### src/core/llcg_pkg.sv
// constants and types shared by the gate sequencer and its dead-time arbiter
package llcg_pkg;

	// ------------------------------------------------------------
	// timing
	// ------------------------------------------------------------
	localparam int CLK_PERIOD_PS = 5000;
	localparam int BLANK_NS = 400;
	localparam int MAX_DEAD_NS = 1000;
	// least time: round up
	localparam int BLANK_CYC = (BLANK_NS * 1000 + CLK_PERIOD_PS - 1) /
		CLK_PERIOD_PS;
	// longest time: round down
	localparam int MAX_DEAD_CYC = (MAX_DEAD_NS * 1000) / CLK_PERIOD_PS;
	localparam int CNT_W = 8;
	localparam logic [CNT_W-1:0] CNT_RESET = 8'h00;
	localparam logic [CNT_W-1:0] BLANK_CNT = CNT_W'(BLANK_CYC);
	localparam logic [CNT_W-1:0] TIMEOUT_CNT = CNT_W'(MAX_DEAD_CYC - 1);

	// ------------------------------------------------------------
	// pin synchroniser bit positions
	// ------------------------------------------------------------
	localparam int SYN_W = 7;
	localparam int SYN_SLEW = 0;
	localparam int SYN_DIR = 1;
	localparam int SYN_START = 2;
	localparam int SYN_STOP = 3;
	localparam int SYN_OV = 4;
	localparam int SYN_DRV = 5;
	localparam int SYN_BOOT = 6;
	localparam logic [SYN_W-1:0] SYN_RESET = 7'h00;

	// ------------------------------------------------------------
	// output-voltage sample
	// ------------------------------------------------------------
	localparam int AUX_W = 10;
	localparam logic [AUX_W-1:0] AUX_RESET = 10'h000;
	localparam logic [AUX_W-1:0] AUX_OV_LEVEL = 10'h300;

	typedef enum logic [4:0] {
		ST_IDLE = 5'h01,
		ST_HIGH = 5'h02,
		ST_DEAD_TO_LOW = 5'h04,
		ST_LOW = 5'h08,
		ST_DEAD_TO_HIGH = 5'h10
	} llcg_state_t;

	typedef enum logic [1:0] {
		CAUSE_NONE = 2'h0,
		CAUSE_SLEW = 2'h1,
		CAUSE_FLIP = 2'h2,
		CAUSE_TIMEOUT = 2'h3
	} llcg_cause_t;

endpackage

### src/core/llcg_dead_if.sv
// carrier between the sequencer and the dead-time arbiter
`timescale 1ns/1ps
`default_nettype none
interface llcg_dead_if;
	import llcg_pkg::*;
	logic dead_start;
	logic slew_done;
	logic dir_flip;
	logic turn_on;
	llcg_cause_t cause;
	modport seq (output dead_start, output slew_done, output dir_flip,
		input turn_on, input cause);
	modport arb (input dead_start, input slew_done, input dir_flip,
		output turn_on, output cause);
endinterface
`default_nettype wire

### src/core/llcg_dead_arb.sv
// dead-time arbiter: picks the moment the next gate may turn on
`timescale 1ns/1ps
`default_nettype none
module llcg_dead_arb
	import llcg_pkg::*;
(
	input wire logic clk,
	input wire logic reset_n,
	llcg_dead_if.arb dif
);

	logic [CNT_W-1:0] cnt_q;
	logic active_q;
	logic blank_done;
	logic timeout;
	logic flip_ok;

	// ------------------------------------------------------------
	// turn-on decision
	// ------------------------------------------------------------
	assign blank_done = (cnt_q >= BLANK_CNT);
	assign flip_ok = dif.dir_flip & blank_done;
	assign timeout = (cnt_q == TIMEOUT_CNT);
	// slew done wins; the others only matter without it
	assign dif.turn_on = active_q & (dif.slew_done | flip_ok | timeout);
	assign dif.cause = !active_q ? CAUSE_NONE :
		dif.slew_done ? CAUSE_SLEW :
		flip_ok ? CAUSE_FLIP :
		timeout ? CAUSE_TIMEOUT : CAUSE_NONE;

	always_ff @(posedge clk or negedge reset_n) begin
		if (!reset_n) begin
			cnt_q <= CNT_RESET;
			active_q <= 1'b0;
		end else if (dif.dead_start) begin
			cnt_q <= CNT_RESET;
			active_q <= 1'b1;
		end else if (dif.turn_on) begin
			active_q <= 1'b0;
		end else if (active_q) begin
			cnt_q <= cnt_q + 8'h01;
		end
	end

	// ------------------------------------------------------------
	// checks
	// ------------------------------------------------------------
	a_blank_ignores_flip: assert property (@(posedge clk) disable iff (!reset_n)
		(active_q && cnt_q < BLANK_CNT && !dif.slew_done && !timeout)
		|-> !dif.turn_on) else $error("flip honoured inside blanking");
	a_dead_bounded: assert property (@(posedge clk) disable iff (!reset_n)
		active_q |-> cnt_q <= TIMEOUT_CNT)
		else $error("dead time ran past its maximum");
	a_slew_first: assert property (@(posedge clk) disable iff (!reset_n)
		(active_q && dif.slew_done) |-> dif.cause == CAUSE_SLEW)
		else $error("slew done not given priority");
	a_flip_turns_on: assert property (@(posedge clk) disable iff (!reset_n)
		(active_q && blank_done && dif.dir_flip) |-> dif.turn_on)
		else $error("flip after blanking missed");
	c_timeout_turn_on: cover property (@(posedge clk) disable iff (!reset_n)
		dif.turn_on && dif.cause == CAUSE_TIMEOUT);
	c_flip_turn_on: cover property (@(posedge clk) disable iff (!reset_n)
		dif.turn_on && dif.cause == CAUSE_FLIP);

endmodule // llcg_dead_arb
`default_nettype wire

### src/core/llcg_gate_seq.sv
// half-bridge gate sequencer with capacitive-region guard and bulk checks
// Function
// - next gate waits for slew done
// - slew done is primary turn-on condition
// - without slew, turn on at current flip
// - otherwise turn on at max dead time
// - sample current at on-command falls, flag capacitive
// - flag clears after a clean half cycle
// - capacitive flag pulls soft-start node down
// - start only above bulk start level
// - stop when bulk falls to stop level
// - one comparator, threshold chosen by fault
// - set at rise level, clear below fall
// - hold aux sample at low-side turn-off
// - held sample above threshold raises overvoltage
// - lockouts from driver supply and bootstrap
// - driver low power during burst off
// - ignore current flips in first 400ns
// - charge only enabled, not done, no capacitive fault
// - driver supply low forces both gates off
// - bootstrap low forces high gate off
`timescale 1ns/1ps
`default_nettype none
module llcg_gate_seq
	import llcg_pkg::*;
(
	input wire logic clk,
	input wire logic reset_n,
	input wire logic slew_done_in,
	input wire logic current_direction,
	input wire logic bulk_start_level,
	input wire logic bulk_stop_level,
	input wire logic bulk_sense_level,
	input wire logic driver_supply_rail,
	input wire logic bootstrap_rail,
	input wire logic run_enable,
	input wire logic burst_off,
	input wire logic turn_off_req,
	input wire logic soft_start_enable,
	input wire logic soft_start_done,
	input wire logic [AUX_W-1:0] aux_winding_sense,
	output logic high_on_cmd,
	output logic low_on_cmd,
	output logic high_gate_out,
	output logic low_gate_out,
	output logic capacitive_fault,
	output logic soft_start_pulldown,
	output logic soft_start_charge,
	output logic bulk_overvoltage_fault,
	output logic bulk_ov_fall_select,
	output logic output_overvoltage_fault,
	output logic [AUX_W-1:0] aux_sample,
	output logic switching_active,
	output logic driver_low_power
);

	function automatic logic is_on(input llcg_state_t s);
		return (s == ST_HIGH) || (s == ST_LOW);
	endfunction

	llcg_dead_if dif ();
	llcg_dead_arb u_arb (.clk(clk), .reset_n(reset_n), .dif(dif.arb));

	// ------------------------------------------------------------
	// pin synchronisers
	// ------------------------------------------------------------
	logic [SYN_W-1:0] syn1_q;
	logic [SYN_W-1:0] syn2_q;
	logic slew_q;
	logic dir_q;
	logic [SYN_W-1:0] pins;
	assign pins = {bootstrap_rail, driver_supply_rail, bulk_sense_level,
		bulk_stop_level, bulk_start_level, current_direction, slew_done_in};

	always_ff @(posedge clk or negedge reset_n) begin
		if (!reset_n) begin
			syn1_q <= SYN_RESET;
			syn2_q <= SYN_RESET;
			slew_q <= 1'b0;
			dir_q <= 1'b0;
		end else begin
			syn1_q <= pins;
			syn2_q <= syn1_q;
			slew_q <= syn2_q[SYN_SLEW];
			dir_q <= syn2_q[SYN_DIR];
		end
	end

	logic dir_pos;
	logic drv_ok;
	logic boot_ok;
	logic bulk_ov_cmp;
	assign dir_pos = syn2_q[SYN_DIR];
	assign drv_ok = syn2_q[SYN_DRV];
	assign boot_ok = syn2_q[SYN_BOOT];
	assign bulk_ov_cmp = syn2_q[SYN_OV];
	assign dif.slew_done = syn2_q[SYN_SLEW] & ~slew_q;
	assign dif.dir_flip = dir_pos ^ dir_q;

	// ------------------------------------------------------------
	// bulk supervision
	// ------------------------------------------------------------
	logic bulk_ov_q;
	logic bulk_ov_d;
	logic run_q;
	logic run_d;
	logic stop_cond;
	// comparator sees the rise level while clear, the fall level while set
	assign bulk_ov_d = bulk_ov_q ? bulk_ov_cmp : bulk_ov_cmp;
	assign stop_cond = syn2_q[SYN_STOP] | ~run_enable | burst_off |
		bulk_ov_q;
	assign run_d = stop_cond ? 1'b0 :
		(syn2_q[SYN_START] ? 1'b1 : run_q);

	always_ff @(posedge clk or negedge reset_n) begin
		if (!reset_n) begin
			bulk_ov_q <= 1'b0;
			run_q <= 1'b0;
		end else begin
			bulk_ov_q <= bulk_ov_d;
			run_q <= run_d;
		end
	end
	assign bulk_overvoltage_fault = bulk_ov_q;
	assign bulk_ov_fall_select = bulk_ov_q;
	assign switching_active = run_q;

	// ------------------------------------------------------------
	// gate sequence
	// ------------------------------------------------------------
	llcg_state_t state_q;
	llcg_state_t state_d;
	logic leave_on;
	assign leave_on = turn_off_req | ~run_q;

	always_comb begin
		state_d = state_q;
		unique case (state_q)
		ST_IDLE: begin
			if (run_q) begin
				state_d = ST_LOW;
			end
		end
		ST_HIGH: begin
			if (leave_on) begin
				state_d = ST_DEAD_TO_LOW;
			end
		end
		ST_DEAD_TO_LOW: begin
			if (!run_q) begin
				state_d = ST_IDLE;
			end else if (dif.turn_on) begin
				state_d = ST_LOW;
			end
		end
		ST_LOW: begin
			if (leave_on) begin
				state_d = ST_DEAD_TO_HIGH;
			end
		end
		ST_DEAD_TO_HIGH: begin
			if (!run_q) begin
				state_d = ST_IDLE;
			end else if (dif.turn_on) begin
				state_d = ST_HIGH;
			end
		end
		default: state_d = ST_IDLE;
		endcase
	end

	logic fall_hi;
	logic fall_lo;
	assign fall_hi = (state_q == ST_HIGH) && (state_d != ST_HIGH);
	assign fall_lo = (state_q == ST_LOW) && (state_d != ST_LOW);
	assign dif.dead_start = is_on(state_q) && !is_on(state_d);

	logic hi_gate_q;
	logic lo_gate_q;
	logic lp_q;
	always_ff @(posedge clk or negedge reset_n) begin
		if (!reset_n) begin
			state_q <= ST_IDLE;
			hi_gate_q <= 1'b0;
			lo_gate_q <= 1'b0;
			lp_q <= 1'b0;
		end else begin
			state_q <= state_d;
			hi_gate_q <= (state_d == ST_HIGH) & drv_ok & boot_ok;
			lo_gate_q <= (state_d == ST_LOW) & drv_ok;
			lp_q <= burst_off & (state_d == ST_IDLE);
		end
	end
	assign high_on_cmd = (state_q == ST_HIGH);
	assign low_on_cmd = (state_q == ST_LOW);
	assign high_gate_out = hi_gate_q;
	assign low_gate_out = lo_gate_q;
	assign driver_low_power = lp_q;

	// ------------------------------------------------------------
	// capacitive-region guard and soft start
	// ------------------------------------------------------------
	logic cap_q;
	logic cap_d;
	logic cap_event;
	logic half_end;
	assign cap_event = (fall_lo & dir_pos) | (fall_hi & ~dir_pos);
	assign half_end = fall_hi | fall_lo;
	// a new event wins over the clean-half-cycle clear
	assign cap_d = cap_event ? 1'b1 : (half_end ? 1'b0 : cap_q);

	always_ff @(posedge clk or negedge reset_n) begin
		if (!reset_n) begin
			cap_q <= 1'b0;
		end else begin
			cap_q <= cap_d;
		end
	end
	assign capacitive_fault = cap_q;
	assign soft_start_pulldown = cap_q;
	assign soft_start_charge = soft_start_enable & ~soft_start_done &
		~cap_q;

	// ------------------------------------------------------------
	// output-voltage sample and hold
	// ------------------------------------------------------------
	logic [AUX_W-1:0] aux_q;
	logic ovp_q;
	always_ff @(posedge clk or negedge reset_n) begin
		if (!reset_n) begin
			aux_q <= AUX_RESET;
			ovp_q <= 1'b0;
		end else begin
			if (fall_lo) begin
				aux_q <= aux_winding_sense;
			end
			ovp_q <= (aux_q > AUX_OV_LEVEL);
		end
	end
	assign aux_sample = aux_q;
	assign output_overvoltage_fault = ovp_q;

	// ------------------------------------------------------------
	// checks
	// ------------------------------------------------------------
	a_no_overlap: assert property (@(posedge clk) disable iff (!reset_n)
		!(high_on_cmd && low_on_cmd) && !(high_gate_out && low_gate_out))
		else $error("both gates on");
	a_dead_after_high: assert property (@(posedge clk) disable iff (!reset_n)
		$fell(high_on_cmd) |-> !low_on_cmd)
		else $error("no dead time after high side");
	a_cap_set: assert property (@(posedge clk) disable iff (!reset_n)
		cap_event |=> capacitive_fault && soft_start_pulldown)
		else $error("capacitive event not flagged");
	a_cap_clear: assert property (@(posedge clk) disable iff (!reset_n)
		(half_end && !cap_event) |=> !capacitive_fault)
		else $error("flag kept after clean half cycle");
	a_charge_gate: assert property (@(posedge clk) disable iff (!reset_n)
		soft_start_charge |-> soft_start_enable && !soft_start_done &&
		!capacitive_fault) else $error("charge while blocked");
	a_drv_uvlo: assert property (@(posedge clk) disable iff (!reset_n)
		!drv_ok |=> !high_gate_out && !low_gate_out)
		else $error("gate on under driver lockout");
	a_boot_uvlo: assert property (@(posedge clk) disable iff (!reset_n)
		!boot_ok |=> !high_gate_out)
		else $error("high gate on under bootstrap lockout");
	a_bulk_stop: assert property (@(posedge clk) disable iff (!reset_n)
		syn2_q[SYN_STOP] |=> !switching_active ##1 !is_on(state_q))
		else $error("switching kept below stop level");
	a_bulk_ov_set: assert property (@(posedge clk) disable iff (!reset_n)
		(!bulk_ov_q && bulk_ov_cmp) |=> bulk_overvoltage_fault &&
		bulk_ov_fall_select) else $error("overvoltage not set");
	a_aux_hold: assert property (@(posedge clk) disable iff (!reset_n)
		fall_lo |=> aux_sample == $past(aux_winding_sense) ##1
		output_overvoltage_fault == (aux_sample > AUX_OV_LEVEL))
		else $error("aux sample not held or compared");
	c_cap_event: cover property (@(posedge clk) disable iff (!reset_n)
		$rose(capacitive_fault));
	c_bulk_ov: cover property (@(posedge clk) disable iff (!reset_n)
		$fell(bulk_overvoltage_fault));
	c_full_cycle: cover property (@(posedge clk) disable iff (!reset_n)
		$rose(high_on_cmd) ##[1:1000] $rose(low_on_cmd));

endmodule // llcg_gate_seq
`default_nettype wire

### config.mk
export PLATFORM = sky130hd
export DESIGN_NAME = llcg_gate_seq
export DESIGN_NICKNAME = d
export VERILOG_FILES = /design/src/core/llcg_pkg.sv /design/src/core/llcg_dead_if.sv /design/src/core/llcg_dead_arb.sv /design/src/core/llcg_gate_seq.sv
export SDC_FILE = /design/constraint.sdc
export NUM_CORES = 1
export LEC_CHECK = 0
export BUFFER_PORTS_ARGS = -buffer_cell sky130_fd_sc_hd__buf_2
export CELL_PAD_IN_SITES_DETAIL_PLACEMENT = 1
export CELL_PAD_IN_SITES_GLOBAL_PLACEMENT = 2
export CORE_MARGIN = 1
export CORE_UTILIZATION = 30
export DETAILED_ROUTE_END_ITERATION = 10
export PLACE_DENSITY_LB_ADDON = 0.1
export SYNTH_ARGS = -nofsm -noshare
export SYNTH_HDL_FRONTEND = slang
export SYNTH_SLANG_ARGS = --single-unit
### constraint.sdc
create_clock -name clk -period 2 [get_ports clk]
set_input_delay 0.4 -clock clk [delete_from_list [all_inputs] [get_ports clk]]
set_output_delay 0.4 -clock clk [all_outputs]
set_load 0.01 [all_outputs]
==> impl_results.md, run 1 <==
- Leading area contributor after synthesis: dfrtp_1
- H-Tree Depth: 2
- Worst path required time: 1600 ps
- CTS tree: yes
- CP Launch Type: register
- Outcome: complete, no violations
- Post-synthesis cell area: 1938 sq um
- Crit path max fanout: 4
- GRT Overall Usage: 0.1413
- Critical path destination: low_on_cmd
- Worst min path class: in -> async
- Worst Max-Slew Pin Slew: 577.7 ps
- Initial antenna violation count: 0
- Starting Density: 0.3198
- Final antenna diode count: 0
- Global route overflow: 0
- R2R setup slack: 60 ps
- Synth warn: 0
- Vias/cell: 4.740
- TritonRoute pass-1 iters: 4
- Clock sink total: 47
- Layout area overhead: 26.08%
- Commonest cells after routing, fill and taps aside: dfrtp_1, buf_2, buf_4
- Worst R2R End: u_arb.cnt_q[5]
- WS Path Type: reg -> out
- Vias in the first global route: 1451
- Die Y-Extent: 82.38 microns
- Clock Skews: 11.02 ps
- Die X: 82.38 microns
- Final core occ: 0.4032
- Post-route insts no fill: 289
- Cell count after synthesis: 153
- Drc violations: 0
- Hold_buf cts: 0
- Register area: 1180 sq um
- Root buffer cell: clkbuf_8
- Vias after detailed routing: 1370
- EDFF count, synth: 0
- Main synth FF type: dfrtp_1
- Synth area leaders: dfrtp_1, mux2_2, xnor2_1, a21oi_1, and2_1
- Dpl cells: 277
- Port Buffers: 45
- Multi-input logic area: 719.4 sq um
- GR Util met1: 0.1751
- Met2 global-route usage: 0.2430
- Largest family of logic cells by synthesized area: simple AND/OR/NAND/NOR gates
- Fmax: 514.7 MHz
- Half-perimeter wire length after placement: 3229 microns
- CP Launch Point: state_q[2]
- Synth Area in Adders: 0.01291
- RR Startpoint: u_arb.cnt_q[4]
- Slew HR: 0.6149
- GP Congestion: 0.8220
- Simple-Gate Fraction of Synth Area: 0.1562
- Hold_ws: 180.5 ps
- FF+latch count, synth: 47
- Leakage power: 1.161 nW
- Global-route wire length before repair: 7024 microns
- Clk buf depth: 2
- Post-synthesis net count: 179
- Post-DR wirelength/cell: 14.90 microns
- VDD IR max: 0.5201 mV
- CTS buffer count: 5
- CTS clock-pin slew for the worst setup and hold paths: 90 ps
- Top Usage Layer GRT: met2
- Share of cells above drive strength 1: 0.4159
- Synth Area in Compound Gates: 0.1078
- # Max-Cap Violations: 0
- Asr flop ratio synth: 1.000
- Pin count of the biggest net entering global routing: 48
- Nets@finish: 239
- Worst-skew pair later-pin latency: 290 ps
- 1st-iter DRT viols: 24
- Hold Fails Final Rpt: 0
- R2R cell count: 5
- XOR/XNOR share of the synthesized area: 0.03163
- Post-synth cell types: 47
- Cell Rows: 28
- Met3 usage: 0.03407
- Synth top area share: 0.5939
- Post-synthesis mux area share: 0.05810
- Final Critical Period: 1943 ps
- Sequential-to-total area share from yosys stat: 0.6075
- Fill cells: 654
- Core Area: 6061 sq um
- IO Count: 46
- Setup TNS: 0 ps
- Avg Cell Area, Syn: 12.67 sq um
- Pwr dens: 1074 nW/um^2
- Drt total wl: 4307 microns
- Crit end category: primary output
- Total Die Area: 6786 sq um
- Final antenna-violating net count: 0
- Slew Limit Fails: 0
- Final setup fails: 0
- Fin crit share: 0.9715
- Critical Path AT: 1540 ps
[through the flow]
step           worst slack [ps]  total power [mW]  area, sq um
2_1_floorplan             129.6             1.676         1938
3_3_place_gp              164.4             1.934         2286
3_5_place_dp              67.55             1.961         2286
4_1_cts                  0.3406             2.667         2412
5_1_grt                 -0.4314             2.786         2444
6_report                  57.03             2.625         2444
[layer usage]
layer  wire length (microns)  up-vias
met3                     161        2
li1                        -      656
met5                       0        -
met1                    1906      682
met2                    2212       30
met4                      27        0
[how the worst min path moves through the flow]
stage                     endpoint  cells after the start
6_report             aux_sample[4]                      2
3_3_place_gp             syn2_q[6]                      0
4_1_cts                  syn1_q[3]                      1
3_5_place_dp   bulk_ov_fall_select                      0
2_1_floorplan        aux_sample[0]                      0
5_1_grt                  syn1_q[3]                      1
[sequential cells by signal (all words and copies together), names as in the netlist]
register                  flops
slew_q                        1
state_q                       5
switching_active              1
output_overvoltage_fault      1
aux_sample                   10
u_arb.cnt_q                   8
bulk_ov_fall_select           1
low_gate_out                  1
dir_q                         1
u_arb.active_q                1
syn2_q                        7
driver_low_power              1
syn1_q                        7
high_gate_out                 1
capacitive_fault              1
[synthesized netlist by cell type, types with 2 or more instances]
library cell  number
a21oi_1            9
and2_1             5
buf_4              2
dfrtp_1           46
ha_1               2
inv_1              5
mux2_2            10
nand2_1            7
nand2b_1           4
nand3_1            4
nand4_1            2
nor2_1             7
nor2_2             2
nor3_1             2
nor3b_1            2
nor4_1             2
o21a_1             2
o21ai_0            2
o31ai_1            2
o32ai_1            2
or2_2              2
xnor2_1            7
[report_power, final]
part           switching (mW)  internal, mW
Sequential              0.147          1.12
Clock                   0.307         0.373
Combinational           0.335         0.343
[cell type report]
cell class              instances  share of cell area
multi-input cells              97              0.2944
clock buffers                   6             0.02970
repair buffers                 57              0.1316
well taps                      75             0.03840
inverters                       5            0.007681
flip-flops and latches         47              0.4828
clock inverters                 2             0.01536
[critical path: stages (launching register included)]
cell and delay (ps):
dfrtp_1 400, or4_4 560, nor2_4 170, buf_6 120
[cells by family after synthesis]
group / count (synthesis)
AO/OA/AOI/OAI: 27
XOR/XNOR: 7
adder cells (fa/ha/maj): 2
buffers and inverters: 9
flip-flops: 47
multiplexers: 10
AND/OR/NAND/NOR: 51
[what timing repair did]
| item | in CTS | in global routing |
|---|---|---|
| pin swaps | 0 | 1 |
| setup endpoints to repair | 1 | 2 |
| setup buffers | 1 | 3 |
| gates resized for setup | 2 | 3 |
Power figures use the tool's default switching activity.
==> run 2, diff against run 1 <==
Settings changed: SYNTH_HIERARCHICAL set to 1.
==> run 2 against run 1 <==
Net effect:
- the run now ends with setup timing left
- sequential cell count is the same
- setup slack lost 170 ps
- first-iteration DRC count grew 13%
- routed wire length grew 8.1%
- largest cell class unchanged
==> impl_results.md, run 2 <==
- Fin crit share: 1.059 (+0.08705)
- Total Die Area: 6867 sq um (+1.2%)
- RR Startpoint: u_arb/cnt_q[6]
- Met2 global-route usage: 0.2504 (+0.007397)
- Avg Cell Area, Syn: 12.34 sq um (-2.6%)
- Post-synthesis net count: 185 (+3.4%)
- Global-route wire length before repair: 7886 microns (+12%)
- Cell count after synthesis: 159 (+3.9%)
- CTS clock-pin slew for the worst setup and hold paths: 90 ps (about the same)
- Post-DR wirelength/cell: 14.55 microns (-2.4%)
- Crit path max fanout: 7 (+3)
- IO Count: 46 (unchanged)
- TritonRoute pass-1 iters: 4 (unchanged)
- Final core occ: 0.4255 (+0.02231)
- Starting Density: 0.3107 (-0.009036)
- Fmax: 472.4 MHz (-8.2%)
- Worst-skew pair later-pin latency: 300 ps (about the same)
- # Max-Cap Violations: 0 (unchanged)
- R2R cell count: 12 (+7)
- Hold Fails Final Rpt: 0 (unchanged)
- Hold_ws: 175.2 ps (-5.330 ps)
- Final setup margin: -117.1 ps (-174.1 ps)
- Final antenna-violating net count: 0 (unchanged)
- Synth warn: 6 (+6)
- Critical Path AT: 2310 ps (+770 ps)
- Final antenna diode count: 0 (unchanged)
- CP Launch Point: u_arb/cnt_q[6]
- DP Area: 2452 sq um (+7.3%)
- Leading cell type in the layout, fill and taps excluded: dfrtp_1
- VDD IR max: 0.4682 mV (-10%)
- GR Util met1: 0.1751 (about the same)
- Vias/cell: 4.766 (+0.53%)
- Outcome: finished, violations left
- Port Buffers: 45 (unchanged)
- Crit end category: register
- Cell area after layout: 2686 sq um (+9.9%)
- Drt total wl: 4656 microns (+8.1%)
- Worst R2R End: u_arb/cnt_q[2]
- Post-synthesis cell area: 1962 sq um (+1.2%)
- Nets@finish: 268 (+12%)
- CP Launch Type: register
- Pin count of the biggest net entering global routing: 48 (unchanged)
- Commonest cells after routing, fill and taps aside: dfrtp_1, buf_2, buf_4
- Hold_buf cts: 0 (unchanged)
- Critical path destination: u_arb/cnt_q[2]
- Met3 usage: 0.03777 (+0.003707)
- CTS buffer count: 5 (unchanged)
- Worst Max-Slew Pin Slew: 621.8 ps (+44.13 ps)
- Half-perimeter wire length after placement: 3406 microns (+5.5%)
- Pwr dens: 966.3 nW/um^2 (-10%)
- Core Area: 6314 sq um (+4.2%)
- Slew Limit Fails: 0 (unchanged)
- Failing checks: setup timing
- Clock sink total: 47 (unchanged)
- Setup TNS: -347.1 ps (-347.1 ps)
- GP Congestion: 0.7405 (-9.9%)
- WS Path Type: reg -> reg
- Cell Rows: 29 (+3.6%)
- Worst path required time: 2190 ps (+590 ps)
- Clk buf depth: 2 (unchanged)
- Clock Skews: 1.475 ps (-9.543 ps)
- Layout area overhead: 36.93%
- Post-route insts no fill: 320 (+11%)
- Top Usage Layer GRT: met2
- Drc violations: 0 (unchanged)
- CTS tree: yes
- R2R setup slack: -120 ps (-170 ps)
- Initial antenna violation count: 0 (unchanged)
- Root buffer cell: clkbuf_8
- Worst min path class: in -> async
- H-Tree Depth: 2 (unchanged)
- Global route overflow: 0 (unchanged)
- Slew HR: 0.5855 (-0.02942)
- 1st-iter DRT viols: 27 (+13%)
- GRT Overall Usage: 0.1445 (+0.003168)
- Largest register FFs: 10 (unchanged)
- RSZ-0062 raised after global routing: yes
- Final setup fails: 5 (+5)
- Die X: 82.87 microns (+0.59%)
- Vias in the first global route: 1647 (+14%)
- Dpl cells: 302 (+9.0%)
- Share of cells above drive strength 1: 0.4979 (+0.08205)
- Leakage power: 1.244 nW (+7.2%)
- Die Y-Extent: 82.87 microns (+0.59%)
- Fill cells: 715 (+9.3%)
- Vias after detailed routing: 1525 (+11%)
- Final Critical Period: 2117 ps (+174.1 ps)
-- run 2: power by group --
| part | switching, mW | internal (mW) | total, mW |
|---|---|---|---|
| sequential | 0.124 | 1.12 | 1.25 |
| combinational | 0.362 | 0.376 | 0.738 |
| clock | 0.350 | 0.259 | 0.609 |
| total | 0.835 | 1.76 | 2.60 |
-- run 2: how the worst min path moves through the flow --
stage          cells past startpoint                   to             start  slack [ps]
2_1_floorplan                      0        aux_sample[0]           reset_n         100
3_3_place_gp                       0  bulk_ov_fall_select         syn2_q[4]         330
3_5_place_dp                       0  bulk_ov_fall_select         syn2_q[4]         340
4_1_cts                            1            syn1_q[4]  bulk_sense_level         180
5_1_grt                            1            syn1_q[6]    bootstrap_rail         170
6_report                           2           state_q[2]           reset_n         180
-- run 2: critical path, cell delays in order (launching register included) --
cell and delay (ps):
dfrtp_1 430, and4b_1 200, nand3_2 80, nand2_1 50, o21a_1 180, nor2b_1 130, mux2i_1 170, o22ai_2 110
a211oi_2 140, buf_4 170, nand2b_4 130, o22ai_2 60, o21bai_1 150
-- run 2: area by class of cell --
| type | instances | area [sq um] | area share |
|---|---|---|---|
| Clock buffer | 5 | 68.82 | 0.02562 |
| Sequential cell | 47 | 1177 | 0.4383 |
| Timing Repair Buffer | 81 | 513.0 | 0.1910 |
| Clock inverter | 3 | 27.53 | 0.01025 |
| Multi-Input combinational cell | 101 | 778.2 | 0.2897 |
| Inverter | 6 | 25.02 | 0.009315 |
| Tap cell | 77 | 96.34 | 0.03586 |
-- run 2: layer usage --
layer | vias to the layer above | share of wire | wire (microns)
li1 | 730 | - | -
met1 | 751 | 0.43 | 2016
met2 | 39 | 0.51 | 2367
met3 | 5 | 0.047 | 218
met4 | 0 | 0.012 | 54
met5 | - | 0 | 0
-- run 2: repair_timing --
| item | 4_1_cts | 5_1_grt |
|---|---|---|
| gates cloned | 0 | 0 |
| pin swaps | 3 | 4 |
| gates resized for setup | 6 | 7 |
| endpoints found under the setup margin | 11 | 12 |
| setup buffers | 5 | 5 |
-- run 2: metrics by stage --
step / total power, mW / worst slack (ps)
2_1_floorplan: 1.627 / -165.2
3_3_place_gp: 1.940 / -59.03
3_5_place_dp: 1.974 / -138.2
4_1_cts: 2.621 / -126.5
5_1_grt: 2.791 / -270.6
6_report: 2.596 / -117.1
